$ cat src/shared/qeo_regs.svh
// Purpose: Constants for the quadrature encoder output block
// Assumes: 40 MHz mclk, times given in nanoseconds
// Notes: Edge separation figures belong to the interpolation variants
`ifndef QEO_REGS_SVH
`define QEO_REGS_SVH

// ==========================================================
// Clock
`define QEO_CLK_PERIOD_NS 25

// ==========================================================
// Least edge separation per interpolation variant
`define QEO_SEP_X1_NS 800
`define QEO_SEP_X5_NS 300
`define QEO_SEP_X10_NS 300
`define QEO_SEP_X20_NS 200
`define QEO_SEP_X25_NS 200
`define QEO_SEP_X50_NS 100
`define QEO_SEP_X100_NS 100

// Least time rounds up to whole cycles
`define QEO_NS_TO_CYC(ns) (((ns) + `QEO_CLK_PERIOD_NS - 1) / `QEO_CLK_PERIOD_NS)

// ==========================================================
// Field layout of the synchronised pin vector
`define QEO_PIN_SUPPLY_OK 0
`define QEO_PIN_LIGHT_OK 1
`define QEO_PIN_TEST 2
`define QEO_PIN_REF_MARK 3
`define QEO_PIN_SW_FIRST 4
`define QEO_PIN_SW_SECOND 5
`define QEO_PIN_COUNT 6

// ==========================================================
// Reset values
`define QEO_RST_QUAD 2'h0
`define QEO_RST_PINS 6'h03

`endif

$ cat src/shared/qeo_pkg.sv
// Purpose: Types for the quadrature encoder output block
// Assumes: Nothing beyond the constants header
// Notes: Variant selection travels as an enum parameter
package qeo_pkg;

   // ==========================================================
   // Switch track variants
   typedef enum {
      QEO_SW_NONE,     // No switch functions
      QEO_SW_TWO,      // Two independent switch tracks
      QEO_SW_REF_SEL   // One switch, second track picks the reference mark
   } qeo_sw_mode_t;

   // ==========================================================
   // Step direction toward the interpolated target
   typedef enum {
      QEO_HOLD,
      QEO_UP,
      QEO_DOWN
   } qeo_dir_t;

endpackage

$ cat src/design/qeo_encoder_out.sv
// Purpose: Interpolates a signal-period phase into quadrature square-wave tracks
// Assumes: phase_in and phase_valid_in come from on-chip logic on mclk; other inputs are pins
// Notes: Every output leaves a flop; pin paths run three edges deep
// Functional notes
// RQ1: One output edge per equal period division
// RQ2: Interpolation factor fixed per variant, 1..100
// RQ3: Two tracks offset by a quarter period
// RQ4: Step equals spacing of successive edges, both tracks
// RQ5: Counter must catch every edge at least spacing
// RQ6: Counter tolerates spacing minus driver, receiver, cable skew
// RQ7: Reference pulse one increment wide, same position
// RQ8: Counter presets its count on reference pulse
// RQ9: Active-low fault while supply or light fails
// RQ10: Test input routes raw test signals out
// RQ11: Two independent switch outputs from switch tracks
// RQ12: Variant without switches leaves both outputs dead
// RQ13: Reference-select variant: one switch, track picks mark
// RQ14: Counter counts up or down per quadrature phase
`timescale 1ns/10ps
`default_nettype none
`include "qeo_regs.svh"

module qeo_encoder_out #(
   parameter int INTERP = 100,                                 // Edges-steps factor per signal period
   parameter int PHASE_W = 12,                                 // Width of the phase word
   parameter qeo_pkg::qeo_sw_mode_t SW_MODE = qeo_pkg::QEO_SW_TWO  // Switch track variant
) (
   input wire logic mclk,
   input wire logic reset,
   input wire logic [PHASE_W-1:0] phase_in,
   input wire logic phase_valid_in,
   input wire logic supply_ok_in,
   input wire logic light_ok_in,
   input wire logic test_in,
   input wire logic ref_mark_in,
   input wire logic switch_track_first_in,
   input wire logic switch_track_second_in,
   output logic track_one_out,
   output logic track_one_n_out,
   output logic track_two_out,
   output logic track_two_n_out,
   output logic reference_pulse_out,
   output logic reference_pulse_n_out,
   output logic fault_n_out,
   output logic test_route_out,
   output logic switch_out_first,
   output logic switch_out_second
);
   import qeo_pkg::*;

   // ==========================================================
   // Derived sizes
   localparam int STEPS = 4 * INTERP;                 // Edges per signal period over both tracks
   localparam int SECT_W = $clog2(STEPS);
   localparam int PROD_W = PHASE_W + SECT_W + 1;
   localparam int SEP_NS = (INTERP == 1) ? `QEO_SEP_X1_NS :
                           (INTERP == 5) ? `QEO_SEP_X5_NS :
                           (INTERP == 10) ? `QEO_SEP_X10_NS :
                           (INTERP == 20) ? `QEO_SEP_X20_NS :
                           (INTERP == 25) ? `QEO_SEP_X25_NS :
                           (INTERP == 50) ? `QEO_SEP_X50_NS : `QEO_SEP_X100_NS;
   localparam int SEP_CYC = `QEO_NS_TO_CYC(SEP_NS);  // Least edge spacing in cycles
   localparam int GAP_W = $clog2(SEP_CYC + 1);
   localparam logic [SECT_W-1:0] LAST_SECT = SECT_W'(STEPS - 1);
   localparam logic [SECT_W:0] HALF_STEPS = (SECT_W + 1)'(STEPS / 2);
   localparam logic [SECT_W:0] FULL_STEPS = (SECT_W + 1)'(STEPS);
   localparam logic [GAP_W-1:0] GAP_LOAD = GAP_W'(SEP_CYC - 1);

   // Only the documented factors are served; refused at elaboration
   if (!(INTERP == 1 || INTERP == 5 || INTERP == 10 || INTERP == 20 ||
         INTERP == 25 || INTERP == 50 || INTERP == 100))
   begin : g_bad_interp
      $error("INTERP must be 1, 5, 10, 20, 25, 50 or 100");  // [RQ2]
   end
   if (PHASE_W < SECT_W)
   begin : g_bad_phase_w
      $error("PHASE_W too narrow for the interpolation factor");
   end

   // ==========================================================
   // Pin synchroniser
   logic [`QEO_PIN_COUNT-1:0] pin_meta_ff;   // First stage, read by second only
   logic [`QEO_PIN_COUNT-1:0] pin_sync_ff;   // Second stage, safe to use
   logic [`QEO_PIN_COUNT-1:0] nxt_pin_meta;
   logic [`QEO_PIN_COUNT-1:0] nxt_pin_sync;

   // Gather the pins into one vector
   always_comb
   begin
      nxt_pin_meta = '0;
      nxt_pin_meta[`QEO_PIN_SUPPLY_OK] = supply_ok_in;
      nxt_pin_meta[`QEO_PIN_LIGHT_OK] = light_ok_in;
      nxt_pin_meta[`QEO_PIN_TEST] = test_in;
      nxt_pin_meta[`QEO_PIN_REF_MARK] = ref_mark_in;
      nxt_pin_meta[`QEO_PIN_SW_FIRST] = switch_track_first_in;
      nxt_pin_meta[`QEO_PIN_SW_SECOND] = switch_track_second_in;
      nxt_pin_sync = pin_meta_ff;
   end

   // Two flops; reset reads as healthy supply and light
   always_ff @(posedge mclk)
   begin
      if (reset)
      begin
         pin_meta_ff <= `QEO_RST_PINS;
         pin_sync_ff <= `QEO_RST_PINS;
      end
      else
      begin
         pin_meta_ff <= nxt_pin_meta;
         pin_sync_ff <= nxt_pin_sync;
      end
   end

   // ==========================================================
   // Phase to target sector
   logic [PROD_W-1:0] phase_prod;       // Phase scaled by edges per period
   logic [SECT_W-1:0] target_sect;      // Division that the phase lies in

   // Equal divisions of one signal period
   always_comb
   begin
      phase_prod = PROD_W'(phase_in) * PROD_W'(STEPS);              // [RQ1]
      target_sect = SECT_W'(phase_prod >> PHASE_W);                  // [RQ1]
   end

   // ==========================================================
   // Stepper: walks the output one edge at a time toward the target
   logic [SECT_W-1:0] cur_sect_ff;      // Division the outputs stand at
   logic [SECT_W-1:0] tgt_sect_ff;      // Latest sampled target
   logic [1:0] quad_ff;                 // Binary quadrature state, decoded to Gray tracks
   logic [GAP_W-1:0] gap_ff;            // Cycles left before next edge
   logic overrun_ff;                    // Target ran ahead by more than one edge
   logic [SECT_W-1:0] nxt_cur_sect;
   logic [SECT_W-1:0] nxt_tgt_sect;
   logic [1:0] nxt_quad;
   logic [GAP_W-1:0] nxt_gap;
   logic nxt_overrun;
   logic [SECT_W:0] fwd_dist;           // Distance forward, modulo one period
   qeo_dir_t dir;

   // Shortest way round the period decides direction
   always_comb
   begin
      nxt_tgt_sect = phase_valid_in ? target_sect : tgt_sect_ff;
      if (tgt_sect_ff >= cur_sect_ff)
      begin
         fwd_dist = (SECT_W + 1)'(tgt_sect_ff) - (SECT_W + 1)'(cur_sect_ff);
      end
      else
      begin
         fwd_dist = FULL_STEPS + (SECT_W + 1)'(tgt_sect_ff) - (SECT_W + 1)'(cur_sect_ff);
      end
      // Zero distance holds, otherwise pick the nearer side
      if (fwd_dist == '0)
      begin
         dir = QEO_HOLD;
      end
      else if (fwd_dist <= HALF_STEPS)
      begin
         dir = QEO_UP;
      end
      else
      begin
         dir = QEO_DOWN;
      end
      nxt_cur_sect = cur_sect_ff;
      nxt_quad = quad_ff;
      nxt_gap = (gap_ff != '0) ? gap_ff - GAP_W'(1) : gap_ff;
      // More than one edge pending while spacing still runs: edges get late
      nxt_overrun = overrun_ff | ((gap_ff != '0) && (fwd_dist > (SECT_W + 1)'(1)) &&
                                  (fwd_dist < FULL_STEPS - (SECT_W + 1)'(1)));
      // Spacing guard keeps every edge at least SEP_CYC apart
      if (gap_ff == '0)
      begin
         case (dir)
            QEO_UP:
            begin
               nxt_cur_sect = (cur_sect_ff == LAST_SECT) ? '0 : cur_sect_ff + SECT_W'(1);
               nxt_quad = quad_ff + 2'h1;                             // [RQ4]
               nxt_gap = GAP_LOAD;                                    // [RQ5]
            end
            QEO_DOWN:
            begin
               nxt_cur_sect = (cur_sect_ff == '0) ? LAST_SECT : cur_sect_ff - SECT_W'(1);
               nxt_quad = quad_ff - 2'h1;                             // [RQ4]
               nxt_gap = GAP_LOAD;                                    // [RQ5]
            end
            QEO_HOLD:
            begin
               nxt_cur_sect = cur_sect_ff;
            end
            default:
            begin
               nxt_cur_sect = cur_sect_ff;
            end
         endcase
      end
   end

   // Register the stepper
   always_ff @(posedge mclk)
   begin
      if (reset)
      begin
         cur_sect_ff <= '0;
         tgt_sect_ff <= '0;
         quad_ff <= `QEO_RST_QUAD;
         gap_ff <= '0;
         overrun_ff <= 1'b0;
      end
      else
      begin
         cur_sect_ff <= nxt_cur_sect;
         tgt_sect_ff <= nxt_tgt_sect;
         quad_ff <= nxt_quad;
         gap_ff <= nxt_gap;
         overrun_ff <= nxt_overrun;
      end
   end

   // ==========================================================
   // Output stage, all from flops
   logic t1_ff;
   logic t2_ff;
   logic ref_ff;
   logic fault_n_ff;
   logic test_ff;
   logic sw1_ff;
   logic sw2_ff;
   logic nxt_t1;
   logic nxt_t2;
   logic nxt_ref;
   logic nxt_fault_n;
   logic nxt_test;
   logic nxt_sw1;
   logic nxt_sw2;
   logic ref_gate;                      // Reference mark seen and selected

   // Decode quadrature, reference, fault and switch levels
   always_comb
   begin
      // Sequence 00,01,11,10 puts track two a quarter ahead of track one
      nxt_t1 = nxt_quad[1];                                           // [RQ3]
      nxt_t2 = nxt_quad[1] ^ nxt_quad[0];                             // [RQ3]
      if (SW_MODE == QEO_SW_REF_SEL)
      begin
         // Only the mark under the select tape fires
         ref_gate = pin_sync_ff[`QEO_PIN_REF_MARK] & pin_sync_ff[`QEO_PIN_SW_SECOND];  // [RQ13]
      end
      else
      begin
         ref_gate = pin_sync_ff[`QEO_PIN_REF_MARK];
      end
      // Gating on one quadrature state fixes width and place both ways
      nxt_ref = ref_gate & (nxt_quad == `QEO_RST_QUAD);               // [RQ7]
      nxt_fault_n = pin_sync_ff[`QEO_PIN_SUPPLY_OK] & pin_sync_ff[`QEO_PIN_LIGHT_OK] &
                    ~nxt_overrun;                                     // [RQ9]
      nxt_test = pin_sync_ff[`QEO_PIN_TEST];                          // [RQ10]
      case (SW_MODE)
         QEO_SW_TWO:
         begin
            nxt_sw1 = pin_sync_ff[`QEO_PIN_SW_FIRST];                 // [RQ11]
            nxt_sw2 = pin_sync_ff[`QEO_PIN_SW_SECOND];                // [RQ11]
         end
         QEO_SW_REF_SEL:
         begin
            nxt_sw1 = pin_sync_ff[`QEO_PIN_SW_FIRST];                 // [RQ13]
            nxt_sw2 = 1'b0;                                           // [RQ13]
         end
         default:
         begin
            nxt_sw1 = 1'b0;                                           // [RQ12]
            nxt_sw2 = 1'b0;                                           // [RQ12]
         end
      endcase
   end

   // Register the outputs
   always_ff @(posedge mclk)
   begin
      if (reset)
      begin
         t1_ff <= 1'b0;
         t2_ff <= 1'b0;
         ref_ff <= 1'b0;
         fault_n_ff <= 1'b1;
         test_ff <= 1'b0;
         sw1_ff <= 1'b0;
         sw2_ff <= 1'b0;
      end
      else
      begin
         t1_ff <= nxt_t1;
         t2_ff <= nxt_t2;
         ref_ff <= nxt_ref;
         fault_n_ff <= nxt_fault_n;
         test_ff <= nxt_test;
         sw1_ff <= nxt_sw1;
         sw2_ff <= nxt_sw2;
      end
   end

   // Differential pairs come from the same flops, so they never skew apart
   assign track_one_out = t1_ff;
   assign track_one_n_out = ~t1_ff;
   assign track_two_out = t2_ff;
   assign track_two_n_out = ~t2_ff;
   assign reference_pulse_out = ref_ff;
   assign reference_pulse_n_out = ~ref_ff;
   assign fault_n_out = fault_n_ff;
   assign test_route_out = test_ff;
   assign switch_out_first = sw1_ff;
   assign switch_out_second = sw2_ff;

endmodule

`default_nettype wire

$ cat config.mk
export PLATFORM = sky130hd
export DESIGN_NAME = qeo_encoder_out
export DESIGN_NICKNAME = d
export VERILOG_FILES = /design/src/shared/qeo_pkg.sv /design/src/design/qeo_encoder_out.sv
export VERILOG_INCLUDE_DIRS = /design/src /design/src/shared
export SDC_FILE = /design/constraint.sdc
export NUM_CORES = 1
export LEC_CHECK = 0
export ABC_CLOCK_PERIOD_IN_PS = 4560
export BUFFER_PORTS_ARGS = -buffer_cell sky130_fd_sc_hd__buf_2
export CORE_UTILIZATION = 40
export DETAILED_ROUTE_END_ITERATION = 16
export MAX_ROUTING_LAYER = met4
export PLACE_DENSITY = 0.54
export SYNTH_ARGS = -nofsm -noshare
export SYNTH_HDL_FRONTEND = slang
export SYNTH_SLANG_ARGS = --single-unit
$ cat constraint.sdc
create_clock -name mclk -period 4.56 [get_ports mclk]
set_input_delay 0.912 -clock mclk [delete_from_list [all_inputs] [get_ports mclk]]
set_output_delay 0.912 -clock mclk [all_outputs]
set_load 0.03 [all_outputs]
==> results of run 1 <==
[worst reg2reg max path: cells and delay by family (launching register included)]
| kind | cells | cell delay (ps) |
|---|---|---|
| xor gates and xnor gates | 2 | 320 |
| adders and majority gates | 4 | 1260 |
| and+or+nand+nor | 4 | 670 |
| AOI/OAI and AO/OA | 4 | 1140 |
| buffers and inverters | 1 | 140 |
| DFF | 1 | 390 |
[worst max path at each step]
stage	cells after the start	startpoint	slack, ps	end
floorplan	14	phase_in[2]	750	tgt_sect_ff[7]$_SDFFE_PP0P_
global placement	15	phase_in[2]	450	tgt_sect_ff[7]$_SDFFE_PP0P_
detailed placement	15	phase_in[2]	390	tgt_sect_ff[7]$_SDFFE_PP0P_
CTS	15	cur_sect_ff[1]$_SDFFE_PP0P_	540	track_two_out$_SDFF_PP0_
global route	15	cur_sect_ff[1]$_SDFFE_PP0P_	270	track_two_out$_SDFF_PP0_
finish	15	cur_sect_ff[1]$_SDFFE_PP0P_	520	track_two_out$_SDFF_PP0_
[final cells by class]
type / count / area [µm²]
clock inverter: 3 / 21.27
fill: 1027 / 5350
multi-input combinational: 349 / 2828
clock buffer: 5 / 68.82
sequential: 42 / 840.8
timing repair buffer: 36 / 195.2
tap: 133 / 166.4
inverter: 69 / 259.0
[routing by layer]
layer / wire length (µm) / part of all wire (%) / track usage, % / up-vias
met5: 0 / 0 / - / -
met4: 59 / 0.70 / 4.013 / 0
met3: 281 / 3.3 / 2.070 / 5
met2: 4052 / 48 / 31.24 / 59
met1: 4014 / 48 / 23.28 / 1522
li1: - / - / - / 1700
[sequential cells by signal, summed over array words and instances (netlist names)]
register             flops
track_two_out            1
tgt_sect_ff              9
overrun_ff               1
switch_out_first         1
fault_n_out              1
reference_pulse_out      1
nxt_pin_sync             6
gap_ff                   3
switch_out_second        1
pin_sync_ff              6
quad_ff                  2
cur_sect_ff              9
test_route_out           1
[cells by family (layout without fill, tap and decap cells)]
| family | count (synthesis) | count (layout) | share of synthesized area (%) |
|---|---|---|---|
| AO/OA/AOI/OAI | 105 | 105 | 18.75 |
| buffers and inverters | 83 | 113 | 7.915 |
| XOR/XNOR | 20 | 20 | 4.397 |
| multiplexers | 14 | 14 | 3.580 |
| flip-flops | 42 | 42 | 21.11 |
| AND/OR/NAND/NOR | 133 | 133 | 17.62 |
| adder cells (fa/ha/maj) | 77 | 77 | 26.63 |
[stage by stage]
stage | power, mW | setup WS [ps] | hold WS (ps) | util [%]
final | 3.045 | 518.9 | 413.5 | 45.01
after CTS | 3.046 | 538.2 | 415.4 | 45.01
after global routing | 3.360 | 269.9 | 441.2 | 45.01
after floorplan | 2.274 | 750.9 | 389.5 | -
after global placement | 2.769 | 451.0 | 391.4 | 44.08
after detailed placement | 2.791 | 391.4 | 392.9 | 44.08
[where the power goes]
part,leakage (nW),total (mW),switching [mW],internal (mW)
sequential,0.347,0.501,0.0648,0.436
clock,0.0441,0.240,0.133,0.108
combinational,1.61,2.30,1.37,0.930
[cells in the mapped netlist (6+ instances only)]
master	number	area, µm²
mux2i_1	12	120.1
clkbuf_1	10	37.54
o21a_1	8	60.06
dfxtp_1	42	840.8
a21o_1	6	45.04
nor3_1	15	75.07
inv_1	69	259.0
or2_2	7	43.79
nand3_1	18	90.09
nor2_1	28	105.1
a31oi_1	9	56.30
ha_1	64	800.8
nor2b_1	18	112.6
nand2_1	21	78.83
a21oi_1	25	125.1
xnor2_1	16	140.1
fa_1	13	260.3
o21ai_0	15	75.07
==> out/metrics.csv, run 1 <==
metric,value,unit
status,"finished, violations left",
violations,DRC,
synth_async_sr_flop_share,0,%
initial_core_util,40.95,%
crit_buf_inv,1,
r2r-start,cur_sect_ff[1]$_SDFFE_PP0P_,
yosys_most_used_dff,dfxtp_1,
dieArea,10360,µm²
layout-drive-gt1-share,13.29,%
cap_violations,0,
fmax,247.5,MHz
num_vias,3286,
min_period,4041,ps
drt.antenna.violating_nets,0,
drtIter0Drc,119,
setup_viol,0,
holdBufCountCts,0,
worstPathArrival,4200,ps
insertion_delay,300,ps
ys_ff_latch,42,
slew_violations,0,
fp-row-count,36,
postCtsSetupBuffers,0,
relSlewSlack,48.68,%
place_congestion,0.8654,
crit_type,flop to flop,
fin_crit_sh,88.62,%
cellPowerDensity,695.3,nW/µm²
final_common_cell,inv_1,
cp.required,4720,ps
tightest_slew,769.9,ps
portBuffers,30,
max_stage_delay,470,ps
timing.rr.end,track_two_out$_SDFF_PP0_,
grtUsageTotal,18.36,%
fp.dieW,101.8,µm
cts_buffers,5,
syn_inst,474,
overflow,0,
antenna_cells,0,
cts_resized,0,
hold_path_end,pin_sync_ff[1]$_SDFF_PP1_,
cp_common_cell,ha_1,
drc,1,
reg2regPathDepth,15,
holdCritStartpoint,nxt_pin_sync[1]$_SDFF_PP1_,
synth_area_per_cell,8.405,µm²
dp_cells,629,
yosys_warnings,0,
tns,0,ps
antenna_found_initial,0,
synth_area,3984,µm²
synth_edf_count,0,
wire_per_inst,13.20,µm
die_y,101.8,µm
cp-start-kind,flop,
endpoint_kind,flop,
reg2reg_slack,520,ps
clkTransAtPathRegs,90,ps
hp-class,flop to flop,
ir_worst_vdd,0.3102,mV
grt_first_pass_wirelength,14.61,mm
tritoncts,built,
ys_seq_area_share,21.11,%
ios,31,
clock_path_buffers,2,
slowest_stage,o32a_1,
fin_area,4379,µm²
worstHoldPathCells,1,
cts_num_sinks,42,
syn_to_final_growth,9.925,%
dp_hpwl,6.835,mm
rsz0062_at_grt,false,
ys_types,63,
synth_fp_nets,572,
cp_cell_sequence,inv_1 -> ha_1 -> ha_1 -> fa_1 -> nor2b_1 -> o2111ai_1 -> nand3_1 -> o21ai_0 -> xnor2_1 -> o32a_1 -> o21ai_0 -> nor3b_2 -> xnor2_1 -> ha_1 -> nor2b_1,
drt-pass1-iter-count,10,
crit_fanout,10,
cts-root-buf,clkbuf_8,
fin_cells,637,
layout_common_cells,"inv_1 (69), ha_1 (64), dfxtp_1 (42), buf_2 (30), nor2_1 (28)",
skew,11.79,ps
grt_max_degree,46,
dpl-instance-area,4289,µm²
coreArea,9729,µm²
hold_viol_final,0,
nets,601,
grt_pass1_vias,3127,
finalWirelength,8.408,mm
leakage,2.001,nW
viasPerCell,5.159,
htreeDepth,2,
cp_top_family,adder cells,
Power figures use the tool's default switching activity.
==> inputs of run 2 (changes only) <==
Settings changed: CORE_UTILIZATION 40 to 45, PLACE_DENSITY 0.54 to 0.6.
==> out/metrics.csv, run 2 (synthesized netlist as in run 1, its figures left out) <==
metric,value,unit,change
status,completed,,
worstPathArrival,4260,ps,+60 ps
grtUsageTotal,19.68,%,+1.3 points
drc,0,,-1
place_congestion,0.8548,,-1.2%
endpoint_kind,flop,,
dieArea,9233,µm²,-11%
skew,12.04,ps,+0.2476 ps
drt.antenna.violating_nets,0,,unchanged
finalWirelength,8.047,mm,-4.3%
cts-root-buf,clkbuf_8,,
cts_num_sinks,42,,unchanged
relSlewSlack,49.76,%,+1.1 points
antenna_cells,0,,unchanged
tightest_slew,753.7,ps,-16.20 ps
top_regs,"cur_sect_ff: 9 flops, tgt_sect_ff: 9 flops",,
postCtsSetupBuffers,0,,unchanged
grt_max_degree,46,,unchanged
crit_fanout,14,,+4
drt-pass1-iter-count,4,,-6
cp.required,4740,ps,+20 ps
fp-row-count,33,,-8.3%
antenna_found_initial,0,,unchanged
initial_core_util,47.53,%,+6.6 points
drtIter0Drc,139,,+17%
syn_to_final_growth,8.825,%,
die_y,96.09,µm,-5.6%
fin_util,51.72,%,+6.7 points
tritoncts,built,,
ir_worst_vdd,0.2862,mV,-7.7%
rsz0062_at_grt,false,,
hold_viol_final,0,,unchanged
fmax,244.6,MHz,-1.2%
cts_resized,0,,unchanged
ios,31,,unchanged
fin_crit_sh,89.65,%,+1.0 points
nets,599,,-0.33%
wire_per_inst,13.26,µm,+0.44%
layout_common_cells,"inv_1 (69), ha_1 (64), dfxtp_1 (42), buf_2 (30), nor2_1 (28)",,
dp_hpwl,6.540,mm,-4.3%
cap_violations,0,,unchanged
crit_type,flop to flop,,
holdBufCountCts,0,,unchanged
coreArea,8382,µm²,-14%
leakage,1.993,nW,-0.36%
cp-start-kind,flop,,
cts_buffers,5,,unchanged
setup_viol,0,,unchanged
grt_pass1_vias,3143,,+0.51%
final_common_cell,inv_1,,
layout-drive-gt1-share,12.95,%,-0.35 points
hp-class,flop to flop,,
grt_first_pass_wirelength,13.90,mm,-4.9%
htreeDepth,2,,unchanged
viasPerCell,5.425,,+5.2%
tns,0,ps,unchanged
portBuffers,30,,unchanged
min_period,4088,ps,+47.08 ps
cellPowerDensity,696.7,nW/µm²,+0.20%
clock_path_buffers,2,,unchanged
overflow,0,,unchanged
fp.dieW,96.09,µm,-5.6%
insertion_delay,300,ps,about the same
clkTransAtPathRegs,100,ps,about the same
num_vias,3293,,+0.21%
slew_violations,0,,unchanged
==> run 2: path summary, 6_finish.rpt <==
| kind | startpoint | to | slack, ps | depth (start not counted) |
|---|---|---|---|---|
| setup / recovery | cur_sect_ff[1]$_SDFFE_PP0P_ | track_two_out$_SDFF_PP0_ | 470 | 15 |
| hold / removal | nxt_pin_sync[0]$_SDFF_PP1_ | pin_sync_ff[0]$_SDFF_PP1_ | 410 | 1 |
| setup reg to reg | cur_sect_ff[1]$_SDFFE_PP0P_ | track_two_out$_SDFF_PP0_ | 470 | 15 |
| hold reg to reg | nxt_pin_sync[0]$_SDFF_PP1_ | pin_sync_ff[0]$_SDFF_PP1_ | 410 | 1 |
==> run 2: layer usage <==
layer | GRT usage [%] | wire, µm
met2 | 33.22 | 3794
met4 | 4.726 | 102
met3 | 3.081 | 261
met5 | - | 0
met1 | 24.58 | 3888
==> run 2: layout make-up <==
cell class,instances,area (µm²)
sequential,42,840.8
tap,105,131.4
timing repair buffer,34,180.2
inverter,69,259.0
clock inverter,3,27.53
multi-input combinational,349,2828
clock buffer,5,68.82
fill,811,4046
==> run 2: stage by stage <==
stage	cells	setup slack, ps	power, mW	hold slack (ps)	area, µm²
finish	607	471.8	3.020	405.6	4335
global route	607	172.7	3.339	425.1	4335
CTS	607	507.6	3.023	409.3	4335
detailed placement	599	399.4	2.757	399.7	4239
global placement	599	462.3	2.738	393.5	4239
floorplan	474	750.9	2.274	389.5	3984
==> run 2: worst max-delay path, stage by stage, from the launching register on <==
cell       delay, ps
dfxtp_1          380
inv_1            130
ha_1             360
ha_1             250
fa_1             410
nor2b_1          170
o2111ai_1        300
nand3_1          110
o21ai_0          180
xnor2_1          180
o32a_1           500
o21ai_0          210
nor3b_2          260
xnor2_1          150
ha_1             240
nor2b_1          120
==> run 2: where the power goes <==
part	switching, mW	internal [mW]	total (mW)
combinational	1.35	0.911	2.26
sequential	0.0669	0.436	0.503
clock	0.146	0.114	0.259
==> inputs of run 3 (changes only) <==
Settings changed: ABC_CLOCK_PERIOD_IN_PS 4560 to not set, RECOVER_POWER set to 50.
==> out/metrics.csv, run 3 (synthesized netlist as in run 1, its figures left out) <==
metric,value,unit,change
ir_worst_vdd,0.2860,mV,about the same
dieArea,9233,µm²,unchanged
p_int,1.456,mW,-0.32%
rsz0062_at_grt,false,,
nets,599,,unchanged
leakage,1.959,nW,-1.7%
cts_num_sinks,42,,unchanged
finalWirelength,8.071,mm,+0.30%
p_comb_share,74.7,%,about the same
cts_buffers,5,,unchanged
p_seq_share,16.7,%,about the same
slew_violations,46,,+46
min_period,4126,ps,+38.23 ps
syn_to_final_growth,8.480,%,
place_congestion,0.8548,,unchanged
fillCellCount,820,,+1.1%
top_regs,"cur_sect_ff: 9 flops, tgt_sect_ff: 9 flops",,
antenna_cells,0,,unchanged
grt_first_pass_wirelength,13.90,mm,unchanged
fin_crit_sh,90.49,%,+0.84 points
sw_frac_of_total,51.77,%,+0.12 points
relSlewSlack,-21.95,%,-72 points
fin_util,51.56,%,-0.16 points
dp_cells,599,,unchanged
cp-start-kind,flop,,
cts_resized,0,,unchanged
num_vias,3307,,+0.43%
fin_ws,433.6,ps,-38.23 ps
cap_violations,1,,+1
dp_hpwl,6.540,mm,unchanged
violations,"capacitance limit, slew limit",,
overflow,0,,unchanged
whs,405.2,ps,-0.3640 ps
fp-row-count,33,,unchanged
clock_path_buffers,2,,unchanged
clkTransAtPathRegs,100,ps,about the same
hold_viol_final,0,,unchanged
drt.antenna.violating_nets,0,,unchanged
crit_type,flop to flop,,
hp-class,flop to flop,,
final_common_cell,inv_1,,
cellPowerDensity,698.4,nW/µm²,+0.25%
wl_met1,3.908,mm,+0.51%
power.total,3.018,mW,about the same
dr_wl_met2,3.734,mm,-1.6%
skew,11.81,ps,-0.2265 ps
tritoncts,built,,
layout-drive-gt1-share,10.76,%,-2.2 points
fin_area,4322,µm²,-0.32%
tns,0,ps,unchanged
setup_viol,0,,unchanged
grt_max_degree,46,,unchanged
tightest_slew,1829,ps,+1076 ps
power_frac_clock,8.6,%,about the same
status,"finished, violations left",,
power.switching,1.563,mW,+0.16%
fp.dieW,96.09,µm,unchanged
postCtsSetupBuffers,0,,unchanged
viasPerCell,5.448,,+0.43%
fin_cells,607,,unchanged
routed.top_layer,met4,,
antenna_found_initial,0,,unchanged
cts-root-buf,clkbuf_8,,
ios,31,,unchanged
wire_per_inst,13.30,µm,+0.30%
drt-pass1-iter-count,4,,unchanged
coreArea,8382,µm²,unchanged
grtUsageTotal,19.68,%,unchanged
worstPathArrival,4260,ps,about the same
dpl-instance-area,4239,µm²,unchanged
layout_common_cells,"inv_1 (69), ha_1 (64), dfxtp_1 (42), nor2_1 (28), a21oi_1 (25)",,
portBuffers,30,,unchanged
fmax,242.3,MHz,-0.93%
initial_core_util,47.53,%,unchanged
holdBufCountCts,0,,unchanged
dp_slack,399.4,ps,unchanged
crit_fanout,14,,unchanged
die_y,96.09,µm,unchanged
drc,0,,unchanged
grt_pass1_vias,3143,,unchanged
insertion_delay,300,ps,about the same
htreeDepth,2,,unchanged
drtIter0Drc,110,,-21%
endpoint_kind,flop,,
wl_met3,306,µm,+17%
cp.required,4690,ps,-50 ps
run 3: cell count changes in the layout (fill, tap and decap cells not counted), sizes merged:
cell,change
buf,-11
clkbuf,+11
run 3: worst max-delay path, stage by stage, from the launching register on:
cell,delay [ps]
dfxtp_1,390
inv_1,130
ha_1,360
ha_1,250
fa_1,410
nor2b_1,180
o2111ai_1,300
nand3_1,110
o21ai_0,180
xnor2_1,180
o32a_1,490
o21ai_0,210
nor3b_2,260
xnor2_1,150
ha_1,240
nor2b_1,120
run 3: power groups by stage:
stage	clock network, mW	registers [mW]	logic, mW
after global placement	0	0.509	2.23
final	0.260	0.503	2.26
after detailed placement	0	0.510	2.25
after global routing	0.287	0.514	2.54
after floorplan	0	0.508	1.77
after CTS	0.265	0.502	2.26
run 3: area by class of cell:
class | instances | area [µm²] | area share, %
Tap cell | 105 | 131.4 | 3.040
Clock buffer | 5 | 68.82 | 1.592
Sequential cell | 42 | 840.8 | 19.46
Multi-Input combinational cell | 349 | 2828 | 65.43
Timing Repair Buffer | 34 | 166.4 | 3.851
Clock inverter | 3 | 27.53 | 0.6369
Inverter | 69 | 259.0 | 5.993
run 3: worst paths after layout:
path         slack (ps)                   startpoint                         to  cells after the start
min reg2reg         410   nxt_pin_sync[0]$_SDFF_PP1_  pin_sync_ff[0]$_SDFF_PP1_                      1
max reg2reg         430  cur_sect_ff[1]$_SDFFE_PP0P_   track_two_out$_SDFF_PP0_                     15
min                 410   nxt_pin_sync[0]$_SDFF_PP1_  pin_sync_ff[0]$_SDFF_PP1_                      1
max                 430  cur_sect_ff[1]$_SDFFE_PP0P_   track_two_out$_SDFF_PP0_                     15
run 3: routing by layer:
layer / vias to the layer above / GRT usage, %
met5: - / -
met4: 0 / 4.726
met3: 10 / 3.081
met2: 70 / 33.22
met1: 1513 / 24.58
li1: 1714 / -
